File: config.mk
export PLATFORM = sky130hd
export DESIGN_NAME = sbrg_top
export DESIGN_NICKNAME = d
export VERILOG_FILES = /design/src/shared/sbrg_pkg.sv /design/src/rtl/sbrg_major.sv /design/src/rtl/sbrg_top.sv
export SDC_FILE = /design/constraint.sdc
export NUM_CORES = 1
export LEC_CHECK = 0
export ABC_AREA = 1
export BUFFER_PORTS_ARGS = -buffer_cell sky130_fd_sc_hd__buf_4
export CAP_MARGIN = 20
export CORE_ASPECT_RATIO = 1.2
export CORE_MARGIN = 4
export CORE_UTILIZATION = 40
export CTS_BUF_LIST = sky130_fd_sc_hd__clkbuf_4
export DETAILED_ROUTE_END_ITERATION = 10
export PLACE_DENSITY = 0.59
export SETUP_SLACK_MARGIN = 0.15
export SKIP_LAST_GASP = 1
export SLEW_MARGIN = 20
export SYNTH_ARGS = -nofsm -noshare
export SYNTH_HDL_FRONTEND = slang
export SYNTH_HIERARCHICAL = 1
export SYNTH_SLANG_ARGS = --single-unit
File: constraint.sdc
create_clock -name clock_i -period 2.42 [get_ports clock_i]
set_input_delay 0.121 -clock clock_i [delete_from_list [all_inputs] [get_ports clock_i]]
set_output_delay 0.121 -clock clock_i [all_outputs]
set_load 0.005 [all_outputs]
File: src/shared/sbrg_pkg.sv
package sbrg_pkg;
   // Byte offsets of the register words on the AHB-Lite bus
   localparam logic [7:0] SBRG_OFF_TXCTL = 8'h00;
   localparam logic [7:0] SBRG_OFF_RXCTL = 8'h04;
   localparam logic [7:0] SBRG_OFF_RATE = 8'h08;
   localparam logic [7:0] SBRG_OFF_DIVHI = 8'h0c;
   localparam logic [7:0] SBRG_OFF_DIVLO = 8'h10;
   localparam logic [7:0] SBRG_OFF_STAT = 8'h14;

   // Field positions
   localparam int SBRG_TX_CLKSRC = 7;
   localparam int SBRG_TX_SYNC = 4;
   localparam int SBRG_TX_HISPD = 2;
   localparam int SBRG_RX_SERIAL_PORT_ENABLE = 7;
   localparam int SBRG_RC_WIDE = 3;

   // Values after reset, writable masks and read-only ones
   localparam logic [7:0] SBRG_TXCTL_RST = 8'h00;
   localparam logic [7:0] SBRG_RXCTL_RST = 8'h00;
   localparam logic [7:0] SBRG_RATE_RST = 8'h00;
   localparam logic [7:0] SBRG_DIV_RST = 8'h00;
   localparam logic [7:0] SBRG_TXCTL_WMASK = 8'hfd;
   localparam logic [7:0] SBRG_RXCTL_WMASK = 8'hf8;
   localparam logic [7:0] SBRG_RATE_WMASK = 8'h9b;
   localparam logic [7:0] SBRG_TXCTL_RO1 = 8'h02;
   localparam logic [7:0] SBRG_RATE_RO1 = 8'h40;

   // Prescale factors, in clock cycles per divider step
   localparam logic [6:0] SBRG_PRE_64 = 7'h40;
   localparam logic [6:0] SBRG_PRE_16 = 7'h10;
   localparam logic [6:0] SBRG_PRE_4 = 7'h04;

   localparam logic [1:0] SBRG_HTRANS_NONSEQ = 2'h2;

   typedef struct packed {
      logic serial_port_enable;
      logic sync;
      logic clk_src;
      logic hi_spd;
      logic wide;
   } sbrg_cfg_t;
endpackage : sbrg_pkg
File: src/rtl/sbrg_major.sv
module sbrg_major
   import sbrg_pkg::*;
(
   input wire logic clock_i,
   input wire logic rst_b_i,
   input wire logic clear_i,
   input wire logic sample_i,
   input wire logic bit_i,
   output logic level_o
);
   logic [2:0] smp_q;
   logic [2:0] smp_d;

   assign smp_d = {smp_q[1:0], bit_i};

   always_ff @(posedge clock_i or negedge rst_b_i) begin
      if (!rst_b_i) begin
         smp_q <= 3'h7;
         level_o <= 1'b1;
      end else if (clear_i) begin
         // Idle line is high
         smp_q <= 3'h7;
         level_o <= 1'b1;
      end else if (sample_i) begin
         smp_q <= smp_d;
         level_o <= (smp_d[0] & smp_d[1]) | (smp_d[0] & smp_d[2]) | (smp_d[1] & smp_d[2]);
      end
   end

   property p_majority;
      @(posedge clock_i) disable iff (!rst_b_i)
      (sample_i && !clear_i) |=> (level_o == ((smp_q[0] + smp_q[1] + smp_q[2]) >= 2'd2));
   endproperty
   a_majority: assert property (p_majority) else $error("majority vote wrong");
endmodule // sbrg_major

File: src/rtl/sbrg_top.sv
//
// Function
// - Divider counts 8 bits after reset, 16 bits only while wide select set; in slave mode it wraps and counts 16 bits.
// - Divisor pair sets period of free-running timer whose terminal event ticks.
// - Async uses high-speed and wide selects; sync ignores high-speed select.
// - Async, 8-bit, low speed: rate is clock over 64 times divisor plus one.
// - Async, 16-bit, low speed: rate is clock over 16 times divisor plus one.
// - Sync master: rate is clock over 4 times divisor plus one.
// - Rate formulas apply to master only; slave takes its bit clock from outside.
// - Writing either divisor byte restarts the divider at once.
// - Divisor is high byte above low byte.
// - Receive level decided by majority of three samples.
// - With wide select clear, only the low divisor byte is used.
// - Port enable clear holds the divider in reset.
//
// Decided for this implementation: the placing of the registers and register access over AHB-Lite.
module sbrg_top
   import sbrg_pkg::*;
#(
   parameter int DIV_W = 16
) (
   input wire logic clock_i,
   input wire logic rst_b_i,
   input wire logic hsel_i,
   input wire logic [7:0] haddr_i,
   input wire logic [1:0] htrans_i,
   input wire logic hwrite_i,
   input wire logic [2:0] hsize_i,
   input wire logic [31:0] hwdata_i,
   input wire logic hready_i,
   output logic hreadyout_o,
   output logic hresp_o,
   output logic [31:0] hrdata_o,
   input wire logic rx_i,
   input wire logic ext_clk_i,
   output logic rate_tick_o,
   output logic rx_level_o,
   output logic master_clk_o
);
   if (DIV_W != 16) begin : g_chk
      $error("sbrg_top: divisor is a two-byte pair, DIV_W must be 16");
   end

   // Bus slave: zero wait states, always OKAY
   logic wr_pend_q;
   logic [7:0] wr_addr_q;
   logic [7:0] txctl_q;
   logic [7:0] rxctl_q;
   logic [7:0] rate_q;
   logic [7:0] divhi_q;
   logic [7:0] divlo_q;
   logic [31:0] rdata_d;
   logic addr_ph;
   logic div_wr;
   sbrg_cfg_t cfg;

   assign hreadyout_o = 1'b1;
   assign hresp_o = 1'b0;
   assign addr_ph = hsel_i && hready_i && (htrans_i == SBRG_HTRANS_NONSEQ || htrans_i[1]);

   always_ff @(posedge clock_i or negedge rst_b_i) begin
      if (!rst_b_i) begin
         wr_pend_q <= 1'b0;
         wr_addr_q <= 8'h00;
      end else begin
         wr_pend_q <= addr_ph && hwrite_i;
         wr_addr_q <= haddr_i;
      end
   end

   always_ff @(posedge clock_i or negedge rst_b_i) begin
      if (!rst_b_i) begin
         txctl_q <= SBRG_TXCTL_RST;
         rxctl_q <= SBRG_RXCTL_RST;
         rate_q <= SBRG_RATE_RST;
         divhi_q <= SBRG_DIV_RST;
         divlo_q <= SBRG_DIV_RST;
      end else if (wr_pend_q) begin
         case (wr_addr_q)
            SBRG_OFF_TXCTL: txctl_q <= hwdata_i[7:0] & SBRG_TXCTL_WMASK;
            SBRG_OFF_RXCTL: rxctl_q <= hwdata_i[7:0] & SBRG_RXCTL_WMASK;
            SBRG_OFF_RATE: rate_q <= hwdata_i[7:0] & SBRG_RATE_WMASK;
            SBRG_OFF_DIVHI: divhi_q <= hwdata_i[7:0];
            SBRG_OFF_DIVLO: divlo_q <= hwdata_i[7:0];
            default: ;
         endcase
      end
   end

   assign div_wr = wr_pend_q && (wr_addr_q == SBRG_OFF_DIVHI || wr_addr_q == SBRG_OFF_DIVLO);

   assign cfg.serial_port_enable = rxctl_q[SBRG_RX_SERIAL_PORT_ENABLE];
   assign cfg.sync = txctl_q[SBRG_TX_SYNC];
   assign cfg.clk_src = txctl_q[SBRG_TX_CLKSRC];
   assign cfg.hi_spd = txctl_q[SBRG_TX_HISPD];
   assign cfg.wide = rate_q[SBRG_RC_WIDE];

   // Divisor in effect, and the one about to be written for the restart
   logic [DIV_W-1:0] div_eff;
   logic [DIV_W-1:0] div_new;
   logic [7:0] hi_new;
   logic [7:0] lo_new;

   always_comb begin
      hi_new = divhi_q;
      lo_new = divlo_q;
      if (wr_pend_q && wr_addr_q == SBRG_OFF_DIVHI) begin
         hi_new = hwdata_i[7:0];
      end
      if (wr_pend_q && wr_addr_q == SBRG_OFF_DIVLO) begin
         lo_new = hwdata_i[7:0];
      end
   end

   assign div_eff = cfg.wide ? {divhi_q, divlo_q} : {8'h00, divlo_q};
   assign div_new = cfg.wide ? {hi_new, lo_new} : {8'h00, lo_new};

   // Prescale factor per mode
   logic [6:0] pre_len;

   always_comb begin
      if (cfg.sync) begin
         pre_len = SBRG_PRE_4;
      end else if (cfg.wide && cfg.hi_spd) begin
         pre_len = SBRG_PRE_4;
      end else if (cfg.wide || cfg.hi_spd) begin
         pre_len = SBRG_PRE_16;
      end else begin
         pre_len = SBRG_PRE_64;
      end
   end

   logic master;
   logic [6:0] pre_q;
   logic pre_en;
   logic [DIV_W-1:0] cnt_q;
   logic div_tick;
   logic narrow_wr;

   // Slave mode lets the divider keep counting and wrap, but masks div_tick
   assign master = !cfg.sync || cfg.clk_src;
   assign pre_en = (pre_q == pre_len - 7'h01);
   assign narrow_wr = wr_pend_q && (wr_addr_q == SBRG_OFF_RATE) && !hwdata_i[SBRG_RC_WIDE];

   always_ff @(posedge clock_i or negedge rst_b_i) begin
      if (!rst_b_i) begin
         pre_q <= 7'h00;
      end else if (!cfg.serial_port_enable || div_wr || pre_en || pre_q >= pre_len) begin
         // Mode change can leave pre_q beyond the new length
         pre_q <= 7'h00;
      end else begin
         pre_q <= pre_q + 7'h01;
      end
   end

   assign div_tick = cfg.serial_port_enable && master && pre_en && (cnt_q == '0);

   always_ff @(posedge clock_i or negedge rst_b_i) begin
      if (!rst_b_i) begin
         cnt_q <= '0;
      end else if (!cfg.serial_port_enable) begin
         cnt_q <= '0;
      end else if (div_wr) begin
         cnt_q <= div_new;
      end else if (div_tick) begin
         cnt_q <= div_eff;
      end else if (pre_en) begin
         cnt_q <= narrow_wr ? {8'h00, cnt_q[7:0] - 8'h01} : cnt_q - 1'b1;
      end else if (narrow_wr) begin
         // Leftover wide count would stretch the first narrow period
         cnt_q <= {8'h00, cnt_q[7:0]};
      end
   end

   // Pin inputs: two flops before any logic
   logic [1:0] rx_sync_q;
   logic [2:0] ck_sync_q;
   logic ext_edge;

   always_ff @(posedge clock_i or negedge rst_b_i) begin
      if (!rst_b_i) begin
         rx_sync_q <= 2'h3;
         ck_sync_q <= 3'h0;
      end else begin
         rx_sync_q <= {rx_sync_q[0], rx_i};
         ck_sync_q <= {ck_sync_q[1:0], ext_clk_i};
      end
   end

   assign ext_edge = ck_sync_q[1] && !ck_sync_q[2];

   logic tick_q;
   logic mclk_q;

   always_ff @(posedge clock_i or negedge rst_b_i) begin
      if (!rst_b_i) begin
         tick_q <= 1'b0;
         mclk_q <= 1'b0;
      end else if (!cfg.serial_port_enable) begin
         tick_q <= 1'b0;
         mclk_q <= 1'b0;
      end else begin
         tick_q <= master ? div_tick : ext_edge;
         mclk_q <= master ? div_tick : 1'b0;
      end
   end

   assign rate_tick_o = tick_q;
   assign master_clk_o = mclk_q;

   sbrg_major u_major (
      .clock_i(clock_i),
      .rst_b_i(rst_b_i),
      .clear_i(!cfg.serial_port_enable),
      .sample_i(pre_en),
      .bit_i(rx_sync_q[1]),
      .level_o(rx_level_o)
   );

   // Read data registered in the address phase
   always_comb begin
      rdata_d = 32'h0000_0000;
      case (haddr_i)
         SBRG_OFF_TXCTL: rdata_d[7:0] = txctl_q | SBRG_TXCTL_RO1;
         SBRG_OFF_RXCTL: rdata_d[7:0] = rxctl_q;
         SBRG_OFF_RATE: rdata_d[7:0] = rate_q | SBRG_RATE_RO1;
         SBRG_OFF_DIVHI: rdata_d[7:0] = divhi_q;
         SBRG_OFF_DIVLO: rdata_d[7:0] = divlo_q;
         SBRG_OFF_STAT: rdata_d = {7'h00, rx_level_o, 1'b0, pre_q, cnt_q};
         default: rdata_d = 32'h0000_0000;
      endcase
   end

   always_ff @(posedge clock_i or negedge rst_b_i) begin
      if (!rst_b_i) begin
         hrdata_o <= 32'h0000_0000;
      end else if (addr_ph && !hwrite_i) begin
         hrdata_o <= rdata_d;
      end
   end

   // Helper logic for period checks
   logic [19:0] per_q;
   logic stable_q;
   logic [31:0] exp_per;

   assign exp_per = {25'h0, pre_len} * ({16'h0, div_eff} + 32'h1);

   always_ff @(posedge clock_i or negedge rst_b_i) begin
      if (!rst_b_i) begin
         per_q <= 20'h0;
         stable_q <= 1'b0;
      end else begin
         per_q <= div_tick ? 20'h0 : per_q + 20'h1;
         if (wr_pend_q || !cfg.serial_port_enable) begin
            stable_q <= 1'b0;
         end else if (div_tick) begin
            stable_q <= 1'b1;
         end
      end
   end

   property p_rate_low8;
      @(posedge clock_i) disable iff (!rst_b_i)
      (div_tick && stable_q && !cfg.sync && !cfg.wide && !cfg.hi_spd)
         |-> ({12'h0, per_q} + 32'h1 == 32'd64 * ({16'h0, div_eff} + 32'h1));
   endproperty
   a_rate_low8: assert property (p_rate_low8) else $error("8-bit low rate wrong");

   property p_rate_low16;
      @(posedge clock_i) disable iff (!rst_b_i)
      (div_tick && stable_q && !cfg.sync && cfg.wide && !cfg.hi_spd)
         |-> ({12'h0, per_q} + 32'h1 == 32'd16 * ({16'h0, divhi_q, divlo_q} + 32'h1));
   endproperty
   a_rate_low16: assert property (p_rate_low16) else $error("16-bit low rate wrong");

   property p_rate_sync;
      @(posedge clock_i) disable iff (!rst_b_i)
      (div_tick && stable_q && cfg.sync)
         |-> ({12'h0, per_q} + 32'h1 == 32'd4 * ({16'h0, div_eff} + 32'h1));
   endproperty
   a_rate_sync: assert property (p_rate_sync) else $error("sync master rate wrong");

   property p_rate_hi;
      @(posedge clock_i) disable iff (!rst_b_i)
      (div_tick && stable_q && !cfg.sync && cfg.hi_spd)
         |-> ({12'h0, per_q} + 32'h1 == (cfg.wide ? 32'd4 : 32'd16) * ({16'h0, div_eff} + 32'h1));
   endproperty
   a_rate_hi: assert property (p_rate_hi) else $error("high speed rate wrong");

   property p_period;
      @(posedge clock_i) disable iff (!rst_b_i)
      (div_tick && stable_q) |-> ({12'h0, per_q} + 32'h1 == exp_per);
   endproperty
   a_period: assert property (p_period) else $error("tick period wrong");

   property p_sync_ignores_hs;
      @(posedge clock_i) disable iff (!rst_b_i)
      cfg.sync |-> (pre_len == 7'd4);
   endproperty
   a_sync_ignores_hs: assert property (p_sync_ignores_hs) else $error("sync uses high speed");

   property p_narrow;
      @(posedge clock_i) disable iff (!rst_b_i)
      (!cfg.wide && cfg.serial_port_enable && !div_wr) |-> (cnt_q[15:8] == 8'h00);
   endproperty
   a_narrow: assert property (p_narrow) else $error("high byte used while narrow");

   property p_wide;
      @(posedge clock_i) disable iff (!rst_b_i)
      cfg.wide |-> (div_eff == {divhi_q, divlo_q});
   endproperty
   a_wide: assert property (p_wide) else $error("divisor concatenation wrong");

   property p_restart;
      @(posedge clock_i) disable iff (!rst_b_i)
      (div_wr && cfg.serial_port_enable) |=> (pre_q == 7'h00 && cnt_q == div_eff);
   endproperty
   a_restart: assert property (p_restart) else $error("divisor write did not restart");

   property p_reload;
      @(posedge clock_i) disable iff (!rst_b_i)
      (div_tick && !div_wr) |=> (cnt_q == $past(div_eff) && !div_tick);
   endproperty
   a_reload: assert property (p_reload) else $error("no reload after tick");

   property p_hold;
      @(posedge clock_i) disable iff (!rst_b_i)
      !cfg.serial_port_enable |=> (cnt_q == '0 && pre_q == 7'h00 && !rate_tick_o);
   endproperty
   a_hold: assert property (p_hold) else $error("disabled port not held");

   property p_slave;
      @(posedge clock_i) disable iff (!rst_b_i)
      (cfg.serial_port_enable && !master) |=> (rate_tick_o == $past(ext_edge) && !master_clk_o);
   endproperty
   a_slave: assert property (p_slave) else $error("slave tick not from pin");

   c_tick_low8: cover property (@(posedge clock_i) disable iff (!rst_b_i)
      div_tick && stable_q && !cfg.sync && !cfg.wide);
   c_tick_sync: cover property (@(posedge clock_i) disable iff (!rst_b_i)
      div_tick && stable_q && cfg.sync);
   c_restart: cover property (@(posedge clock_i) disable iff (!rst_b_i)
      div_wr && cfg.serial_port_enable ##1 cnt_q != '0);
   c_slave: cover property (@(posedge clock_i) disable iff (!rst_b_i)
      rate_tick_o && !master);
endmodule // sbrg_top

After elaboration in Yosys (flattened, before gate mapping)
Index checks and enable logic that the tools add are counted.
- add/subtract/negate cells: 4
- $lt $le $gt $ge: 1
- equal/unequal tests: 14
- multiplexer cells: 24
- bitwise gates (word level): 5
- reduce and logical (&&, ||, !) cells: 34
- operators by type and width (operator ; number):
    $mux 16 ; 8
    $pmux 8 s6 ; 1
    $eq 8x4->1 const B ; 4
    $mux 7 ; 4
    $eq 8x5->1 const B ; 3
    $mux 17 ; 1
    $eq 8x3->1 const B ; 2
    $logic_not 16->1 ; 1
    $logic_not 8->1 ; 2
    $mux 8 ; 2
    $sub 16x1->16 const B ; 1
    $logic_and 1x1->1 ; 14
    $reduce_and 2->1 ; 5
    $sub 8x1->8 const B ; 1
    $add 7x1->7 const B ; 1
    $eq 7x7->1 ; 1
    $ge 7x7->1 ; 1
    $logic_or 1x1->1 ; 7
    $sub 7x1->7 const B ; 1
    $mux 1 ; 6
    $logic_not 1->1 ; 5
    $ne 5x1->1 const B ; 1
    $mux 2 ; 2
    $ne 4x1->1 const B ; 1
    other kinds (4) ; 7
- flip-flop bits (word level): 107
- output and inout port bits: 37
- word-level logic and storage cells: 99

Depth between registers and ports, before layout
Gate-level depths: netlist of the first run.
- depth after elaboration: 11
- depth in mapped cells: 19
- mapped depth without buffers: 17

Modules after synthesis
The synthesis of the first run kept the hierarchy.
- by module, submodules not included (module ; times used ; cells an instance ; area each (µm²) ; seq. area each (µm²)):
    sbrg_top ; 1 ; 746 ; 5370.2 ; 2404.8
    sbrg_major ; 1 ; 18 ; 141.4 ; 78.8

Worst setup path after synthesis of the first run
Ideal clock, no wire load.
- path type: register to register
- start point: reg rate_q[3]
- end point: reg cnt_q[11]
- setup time: 0.116 ns
- arrival time: 2.517 ns
- required time: 2.304 ns
- slack: -0.214 ns
- stages on the path, launching flop included: 18
- period minus slack after synthesis: 2.634 ns
- cells stage by stage: dfrtp_1 clkbuf_1 clkbuf_1 inv_1 ha_1 nand2_1 ha_1 inv_1 nand2_1 nand2_1 nor2_1 nand3_1 nor2_2 nand2_1 nand3_1 nand2_1 nand2_1 nand2_1
- word-level cells in the longest chain between the ends: 11
- elaborated cells on any way between the ends: 16
- ends and longest elaborated chain (item ; line ; text):
    start, declared ; sbrg_top.sv:49 ; logic [7:0] rate_q;
    start signal, assigned ; sbrg_top.sv:82 ; SBRG_OFF_RATE: rate_q <= hwdata_i[7:0] & SBRG_RATE_WMASK;
    $logic_or 1x1->1 ; sbrg_top.sv:126 ; end else if (cfg.wide || cfg.hi_spd) begin
    $mux 7 ; sbrg_top.sv:126 ;
    $mux 7 * ; sbrg_top.sv:124 ; end else if (cfg.wide && cfg.hi_spd) begin
    $mux 7 * ; sbrg_top.sv:122 ; if (cfg.sync) begin
    $sub 7x1->7 * ; sbrg_top.sv:142 ; assign pre_en = (pre_q == pre_len - 7'h01);
    $eq 7x7->1 * ; sbrg_top.sv:142 ;
    net pre_en ; sbrg_top.sv:135 ; logic pre_en;
    $logic_and 1x1->1 (2 in series) ; sbrg_top.sv:156 ; assign div_tick = cfg.serial_port_enable && master && pre_en && (cnt_q == '0);
    $mux 16 ; sbrg_top.sv:165 ; end else if (div_tick) begin
    $mux 16 ; sbrg_top.sv:163 ; end else if (div_wr) begin
    $mux 16 ; sbrg_top.sv:161 ; end else if (!cfg.serial_port_enable) begin
    end signal, assigned ; sbrg_top.sv:164 ; cnt_q <= div_new;
    end signal, assigned ; sbrg_top.sv:166 ; cnt_q <= div_eff;
    end signal, assigned ; sbrg_top.sv:168 ; cnt_q <= narrow_wr ? {8'h00, cnt_q[7:0] - 8'h01} : cnt_q - 1'b1;
    end, declared ; sbrg_top.sv:136 ; logic [DIV_W-1:0] cnt_q;
The timed path passes the listed nets; every way through them passes the cells marked *.
A chain may end at the register's enable or synchronous reset.

Worst setup path after layout of the first run
- start point: reg txctl_q[2]
- end point: reg cnt_q[12]
- word-level cells in the longest chain between the ends: 11
- elaborated cells on any way between the ends: 14
- ends and longest elaborated chain (item ; line ; text):
    start, declared ; sbrg_top.sv:47 ; logic [7:0] txctl_q;
    start signal, assigned ; sbrg_top.sv:80 ; SBRG_OFF_TXCTL: txctl_q <= hwdata_i[7:0] & SBRG_TXCTL_WMASK;
    $logic_or 1x1->1 ; sbrg_top.sv:126 ;
    $mux 7 ; sbrg_top.sv:126 ;
    $mux 7 * ; sbrg_top.sv:124 ;
    $mux 7 * ; sbrg_top.sv:122 ;
    $sub 7x1->7 * ; sbrg_top.sv:142 ;
    $eq 7x7->1 * ; sbrg_top.sv:142 ;
    $logic_and 1x1->1 (2 in series) ; sbrg_top.sv:156 ;
    $mux 16 ; sbrg_top.sv:165 ;
    $mux 16 ; sbrg_top.sv:163 ;
    $mux 16 ; sbrg_top.sv:161 ;
Every way passes the cells marked *; elsewhere a longest branch is shown, timed or not.

==> results of run 1 <==
==> per-layer routing <==
| metal | track usage [%] | vias up | wire, um | part of all wire, % |
|---|---|---|---|---|
| met3 | 3.32 | 28 | 634 | 4.1 |
| met5 | 0 | - | 0 | 0 |
| met1 | 26.3 | 2393 | 6740 | 44 |
| li1 | - | 2526 | - | - |
| met2 | 35.4 | 108 | 7690 | 50 |
| met4 | 7.57 | 0 | 386 | 2.5 |
==> power groups by stage <==
stage | clock (mW) | combinational, mW | sequential [mW]
after floorplan | 0 | 1.58 | 2.00
after global placement | 0 | 2.04 | 2.06
after detailed placement | 0 | 2.07 | 2.06
after CTS | 1.03 | 2.18 | 2.03
after global routing | 1.10 | 2.57 | 2.06
final | 1.00 | 2.28 | 2.04
==> critical path, cell delays in order (launching register included) <==
cell and delay (ns):
dfrtp_1 0.44, inv_1 0.06, ha_1 0.30, nand2_2 0.10
ha_4 0.21, inv_2 0.05, nand2_1 0.05, nand2_1 0.07
nand2_1 0.06, nor2_2 0.12, nand3_4 0.16, nand3_4 0.16
clkinvlp_4 0.21, nand2_1 0.11, nand2_1 0.05
==> final timing paths <==
kind | startpoint | endpoint | cells after the start
hold / removal | hwdata_i[7] | rxctl_q[7]$_DFFE_PN0P_ | 3
hold reg to reg | ck_sync_q[0]$_DFF_PN0_ | ck_sync_q[1]$_DFF_PN0_ | 0
max in group asynchronous | rst_b_i | rxctl_q[5]$_DFFE_PN0P_ | 3
setup reg to reg | txctl_q[2]$_DFFE_PN0P_ | cnt_q[12]$_DFFE_PN0P_ | 14
setup / recovery | txctl_q[2]$_DFFE_PN0P_ | cnt_q[12]$_DFFE_PN0P_ | 14
min in group asynchronous | rst_b_i | pre_q[0]$_DFF_PN0_ | 2
==> state kept, by name, indices dropped and copies added, names as in the netlist, 5 cells and up <==
| signal | count |
|---|---|
| txctl_q | 7 |
| rxctl_q | 5 |
| rate_q | 5 |
| hrdata_o | 24 |
| pre_q | 7 |
| divhi_q | 8 |
| divlo_q | 8 |
| wr_addr_q | 8 |
| cnt_q | 16 |
==> cells by family after synthesis <==
kind of cell             after synthesis
AO/OA/AOI/OAI                         64
other                                  2
AND/OR/NAND/NOR                      459
adder cells (fa/ha/maj)                9
buffers and inverters                122
XOR/XNOR                               9
flip-flops                            99
==> cell type report <==
| type | instances | area [um^2] | share of cell area, % |
|---|---|---|---|
| multi-input cells | 551 | 2680 | 40.3 |
| flip-flops and latches | 99 | 2480 | 37.3 |
| repair buffers | 87 | 739 | 11.1 |
| inverters | 99 | 380 | 5.71 |
| well taps | 168 | 210 | 3.16 |
| clock inverters | 7 | 92.6 | 1.39 |
| clock buffers | 9 | 67.6 | 1.02 |
==> metrics by stage <==
step	area (um^2)	setup WS, ns	util [%]
after global placement	6090	0.0874	45.6
after CTS	6540	0.158	49.0
after floorplan	5590	0.167	-
final	6660	0.142	49.9
after detailed placement	6090	0.0425	45.6
after global routing	6660	0.0175	49.9
==> layout by cell type (no fill, tap or decap), types with 5 or more instances in the layout <==
master           n
nand4_1          6
xor2_1           8
nor2_2           9
dfrtp_1         94
dfstp_2          5
nor2_1          82
nand3_1         59
nand2_4          5
a21oi_1         10
o21ai_0         31
nor3_1           8
clkbuf_4         9
o31ai_1         13
inv_2           10
and2_1           9
conb_1          10
buf_4           62
inv_1           87
nand2_2         14
nand2_1        253
nor2_4           6
dlygate4sd3_1   20
ha_1             6
==> timing repair <==
action | CTS | global route
resized for setup | 9 | 26
endpoints found under the hold margin | 72 | 0
buffers inserted | 5 | 3
setup endpoints to repair | 24 | 25
gates cloned | 0 | 0
hold buffers | 20 | 0
pin swaps | 3 | 12
==> results_dict.tcl, run 1 <==
set metrics [dict create \
    cts_sinks 99 \
    fillers 1364 \
    power_switching_mw 2.22 \
    antenna_found_initial 0 \
    grt_pass1_vias 5064 \
    fin_cells 1020 \
    yosys-top-cells-area "dfrtp_1 43%, nand2_1 18%, inv_1 6.1%" \
    pin_count 89 \
    synthSimpleGateAreaFrac_pct 35.3 \
    clk_pin_slew_ns 0.16 \
    arrival_ns 2.65 \
    slew_violations 0 \
    combPwrFrac_pct 42.8 \
    leakage_nw 3.67 \
    syn-instance-count 764 \
    dieHeight_um 137 \
    place.gp.congestion 0.918 \
    synth_compound_area_share_pct 6.72 \
    cts_root_buffer "clkbuf_4" \
    synth.distinct_cells 34 \
    rows 46 \
    rsz0062_at_grt "yes" \
    fin_crit_ns 2.28 \
    grt_max_degree 59 \
    clock_skew_ns 0.0171 \
    max_freq_ghz 0.439 \
    clock_latency_ns 0.48 \
    synth_ff_type "dfrtp_1" \
    synth_common_cells "263 x nand2_1, 94 x dfrtp_1, 89 x inv_1, 87 x nor2_1, 62 x nand3_1" \
    nets 908 \
    syn_area_um2 5510 \
    cts_buffer_depth 2 \
    vias 5055 \
    ff2ff_setup_slack_ns 0.14 \
    yosysTopAreaCell "dfrtp_1" \
    placeableCoreArea_um2 13400 \
    hold_viol 0 \
    yosysSeqAreaShare_pct 45.1 \
    whs_ns 0.0230 \
    synth_mux_area_share_pct 0 \
    clock_power_share_pct 18.9 \
    fin_setup_tns_ns 0 \
    hold_path_class "primary input to flop" \
    finalSetupViolCount 0 \
    cts_tree "done" \
    syn2layout_area_growth_pct 20.8 \
    ys_seq_elements 99 \
    power_density_nw_per_um2 799 \
    wirelength_um 15500 \
    grt_pass1_wl_um 25300 \
    peakVddDrop_v 0.000467 \
    swShare_pct 41.7 \
    synth_top_family_by_area "simple AND/OR/NAND/NOR gates" \
    drt-initial-drc-count 317 \
    intPower_mw 3.10 \
    relSlewSlack_pct 49.8 \
    drtAntennaViolNets 0 \
    synth-edff-count 0 \
    yosysMostFrequentCell "nand2_1" \
    dp.cells 976 \
    io_buffers 50 \
    synth-warning-count 6 \
    grt_usage_pct 20.7 \
    die_area_um2 15700 \
    critPathLaunchType "flop" \
    criticalPathCategory "flop to flop" \
    globalRouteOverflowTotal 0 \
    endpoint_kind "flop" \
    wl_per_cell_um 15.1 \
    dp_hpwl_um 11400 \
    cts_htree_levels 3 \
    initial_core_util_pct 41.3 \
    layout-drive-gt1-share_pct 16.8 \
    seq_power_share_pct 38.3 \
    die-width_um 115 \
    synthXorXnorAreaFrac_pct 1.43 \
    synthAdderAreaFrac_pct 2.04 \
    status "complete, no violations" \
    maxCapViolCount 0 \
    avgSynthCellArea_um2 7.21 \
    cts_made_buffers 9 \
    async_reset_ff_share_pct 100 \
    crit_required_ns 2.80 \
    crit_fanout 8 \
    tightest_slew_ns 0.753 \
    dr.pass1.iters 5 \
    viasPerCell 4.96 \
    diodes 0 \
    power.total_mw 5.32 \
    fin_crit_sh_pct 94.1 \
    synth_top_area_share_pct 42.7 \
    route.detailed.drc 0 \
]
Note: power is estimated with default switching activity, not from simulation.
==> run 2, diff against run 1 <==
- GPL_TIMING_DRIVEN: default -> 0
==> results_dict.tcl, run 2 (synthesis gave the netlist of run 1 again) <==
set metrics [dict create \
    status "complete, no violations" \
    wl_per_cell_um 15.4 \
    critPathMaxStageDelay_ns 0.40 \
    viasPerCell 5.04 \
    fin_crit_ns 2.40 \
    grt_pass1_wl_um 25600 \
    critPathBufInv 4 \
    dp_hpwl_um 11700 \
    top_regs "hrdata_o (24), cnt_q (16)" \
    top_register "hrdata_o" \
    nets 926 \
    syn2layout_area_growth_pct 23.9 \
    cts_made_buffers 9 \
    clock_skew_ns 0.0297 \
    final_common_cell "nand2_1" \
    fin_crit_sh_pct 99.1 \
    crit_required_ns 2.81 \
    critPathLaunchType "flop" \
    io_buffers 50 \
    criticalPathCategory "flop to flop" \
    cpLargestDelayFamily "simple AND/OR/NAND/NOR gates" \
    rsz0062_at_grt "yes" \
    power_density_nw_per_um2 767 \
    r2r-start "rate_q[3]$_DFFE_PN0N_" \
    rows 46 \
    critPathSlowestCell "dfrtp_1" \
    cts_tree "done" \
    leakage_nw 3.79 \
    placeableCoreArea_um2 13400 \
    grt_max_degree 100 \
    path_cells "clkbuf_8 > clkbuf_16 > inv_6 > ha_4 > nand2_4 > ha_4 > inv_2 > nand2_1 > nand2_1 > nor2_2 > nand3_4 > nor2_4 > nand2_4 > nand3_2 > nand2_1 > nand2_1 > nand2_1" \
    hold_viol 0 \
    hp-start "hready_i" \
    antenna_found_initial 1 \
    tightest_slew_ns 0.921 \
    initial_core_util_pct 41.3 \
    drt-initial-drc-count 327 \
    ff2ff_setup_slack_ns 0.02 \
    clock_latency_ns 0.51 \
    drtAntennaViolNets 0 \
    peakVddDrop_v 0.000512 \
    hold_depth 5 \
    grt_pass1_vias 4984 \
    finalSetupViolCount 0 \
    reg2regPathDepth 17 \
    route.detailed.drc 0 \
    dr.pass1.iters 5 \
    cts_buffer_depth 2 \
    die_area_um2 15700 \
    max_freq_ghz 0.417 \
    timing.critical_path.mode_cell "nand2_1" \
    cts_htree_levels 3 \
    layout_common_cells "246 x nand2_1, 94 x dfrtp_1, 87 x inv_1, 82 x nor2_1, 66 x buf_4" \
    fin_cells 1039 \
    cts_root_buffer "clkbuf_4" \
    cts_sinks 99 \
    die-width_um 115 \
    fin_setup_tns_ns 0 \
    clk_pin_slew_ns 0.16 \
    largest_register_ff_count 24 \
    layout-drive-gt1-share_pct 19.8 \
    globalRouteOverflowTotal 0 \
    r2r-end "cnt_q[11]$_DFFE_PN0P_" \
    endpoint_kind "flop" \
    wirelength_um 16000 \
    dieHeight_um 137 \
    slew_violations 0 \
    whs_ns 0.0968 \
    arrival_ns 2.79 \
    fin_util_pct 51.1 \
    maxCapViolCount 0 \
    crit_fanout 5 \
    place.gp.congestion 0.930 \
    dp.cells 990 \
    vias 5240 \
    grt_usage_pct 21.1 \
    pin_count 89 \
    hold_path_class "primary input to flop" \
    hold_end "hrdata_o[10]$_DFFE_PN0P_" \
    relSlewSlack_pct 38.6 \
]
[run 2: where the power goes]
| part | switching, mW | internal, mW | leakage, nW |
|---|---|---|---|
| Clock | 0.602 | 0.225 | 0.0638 |
| Sequential | 0.192 | 1.84 | 1.21 |
| Combinational | 1.52 | 0.862 | 2.52 |
| Total | 2.31 | 2.93 | 3.79 |
[run 2: area by class of cell]
cell class	instances	area [um^2]
antenna	1	2.50
buffer	23	174
clock buffer	10	75.1
clock inverter	6	40.0
fill	1299	6530
inverter	99	379
multi-input combinational	552	2790
sequential	99	2480
tap	168	210
timing repair buffer	81	676
[run 2: per-stage QoR]
| stage | power (mW) | setup WS (ns) | cell area (um^2) |
|---|---|---|---|
| floorplan | 3.59 | 0.167 | 5590 |
| global placement | 4.08 | -0.198 | 6170 |
| detailed placement | 4.12 | -0.253 | 6180 |
| CTS | 5.13 | 0.0348 | 6700 |
| global route | 5.65 | -0.151 | 6830 |
| finish | 5.24 | 0.0222 | 6830 |
[run 2: worst max path at each step]
stage	startpoint	to	depth (start not counted)
CTS	rate_q[3]$_DFFE_PN0N_	cnt_q[3]$_DFFE_PN0P_	18
global route	rate_q[3]$_DFFE_PN0N_	u_major/level_o$_DFFE_PN1P_	17
finish	rate_q[3]$_DFFE_PN0N_	cnt_q[11]$_DFFE_PN0P_	17
floorplan	rate_q[3]$_DFFE_PN0N_	cnt_q[11]$_DFFE_PN0P_	17
detailed placement	rate_q[3]$_DFFE_PN0N_	cnt_q[11]$_DFFE_PN0P_	17
global placement	rate_q[3]$_DFFE_PN0N_	cnt_q[9]$_DFFE_PN0P_	17
[run 2: what timing repair did]
action / 4_1_cts / 5_1_grt
endpoints found under the setup margin: 28 / 28
cloned: 2 / 0
setup buffers: 9 / 0
pin swaps: 17 / 13
gates resized for setup: 30 / 29
hold endpoints to repair: 125 / 0
hold buffers: 21 / 0
[run 2: routing by layer]
metal,wire [um],track usage [%],up-vias
met5,0,0,-
met4,314,6.91,0
met3,756,2.74,23
met2,8120,35.9,145
met1,6810,27.9,2502
li1,-,-,2570
[run 2: worst reg2reg max path, delay by kind of cell (launching register included)]
kind,cells,cell delay (ns)
fa+ha+maj,2,0.54
flops,1,0.40
simple gates,11,1.02
buf+inv,4,0.33
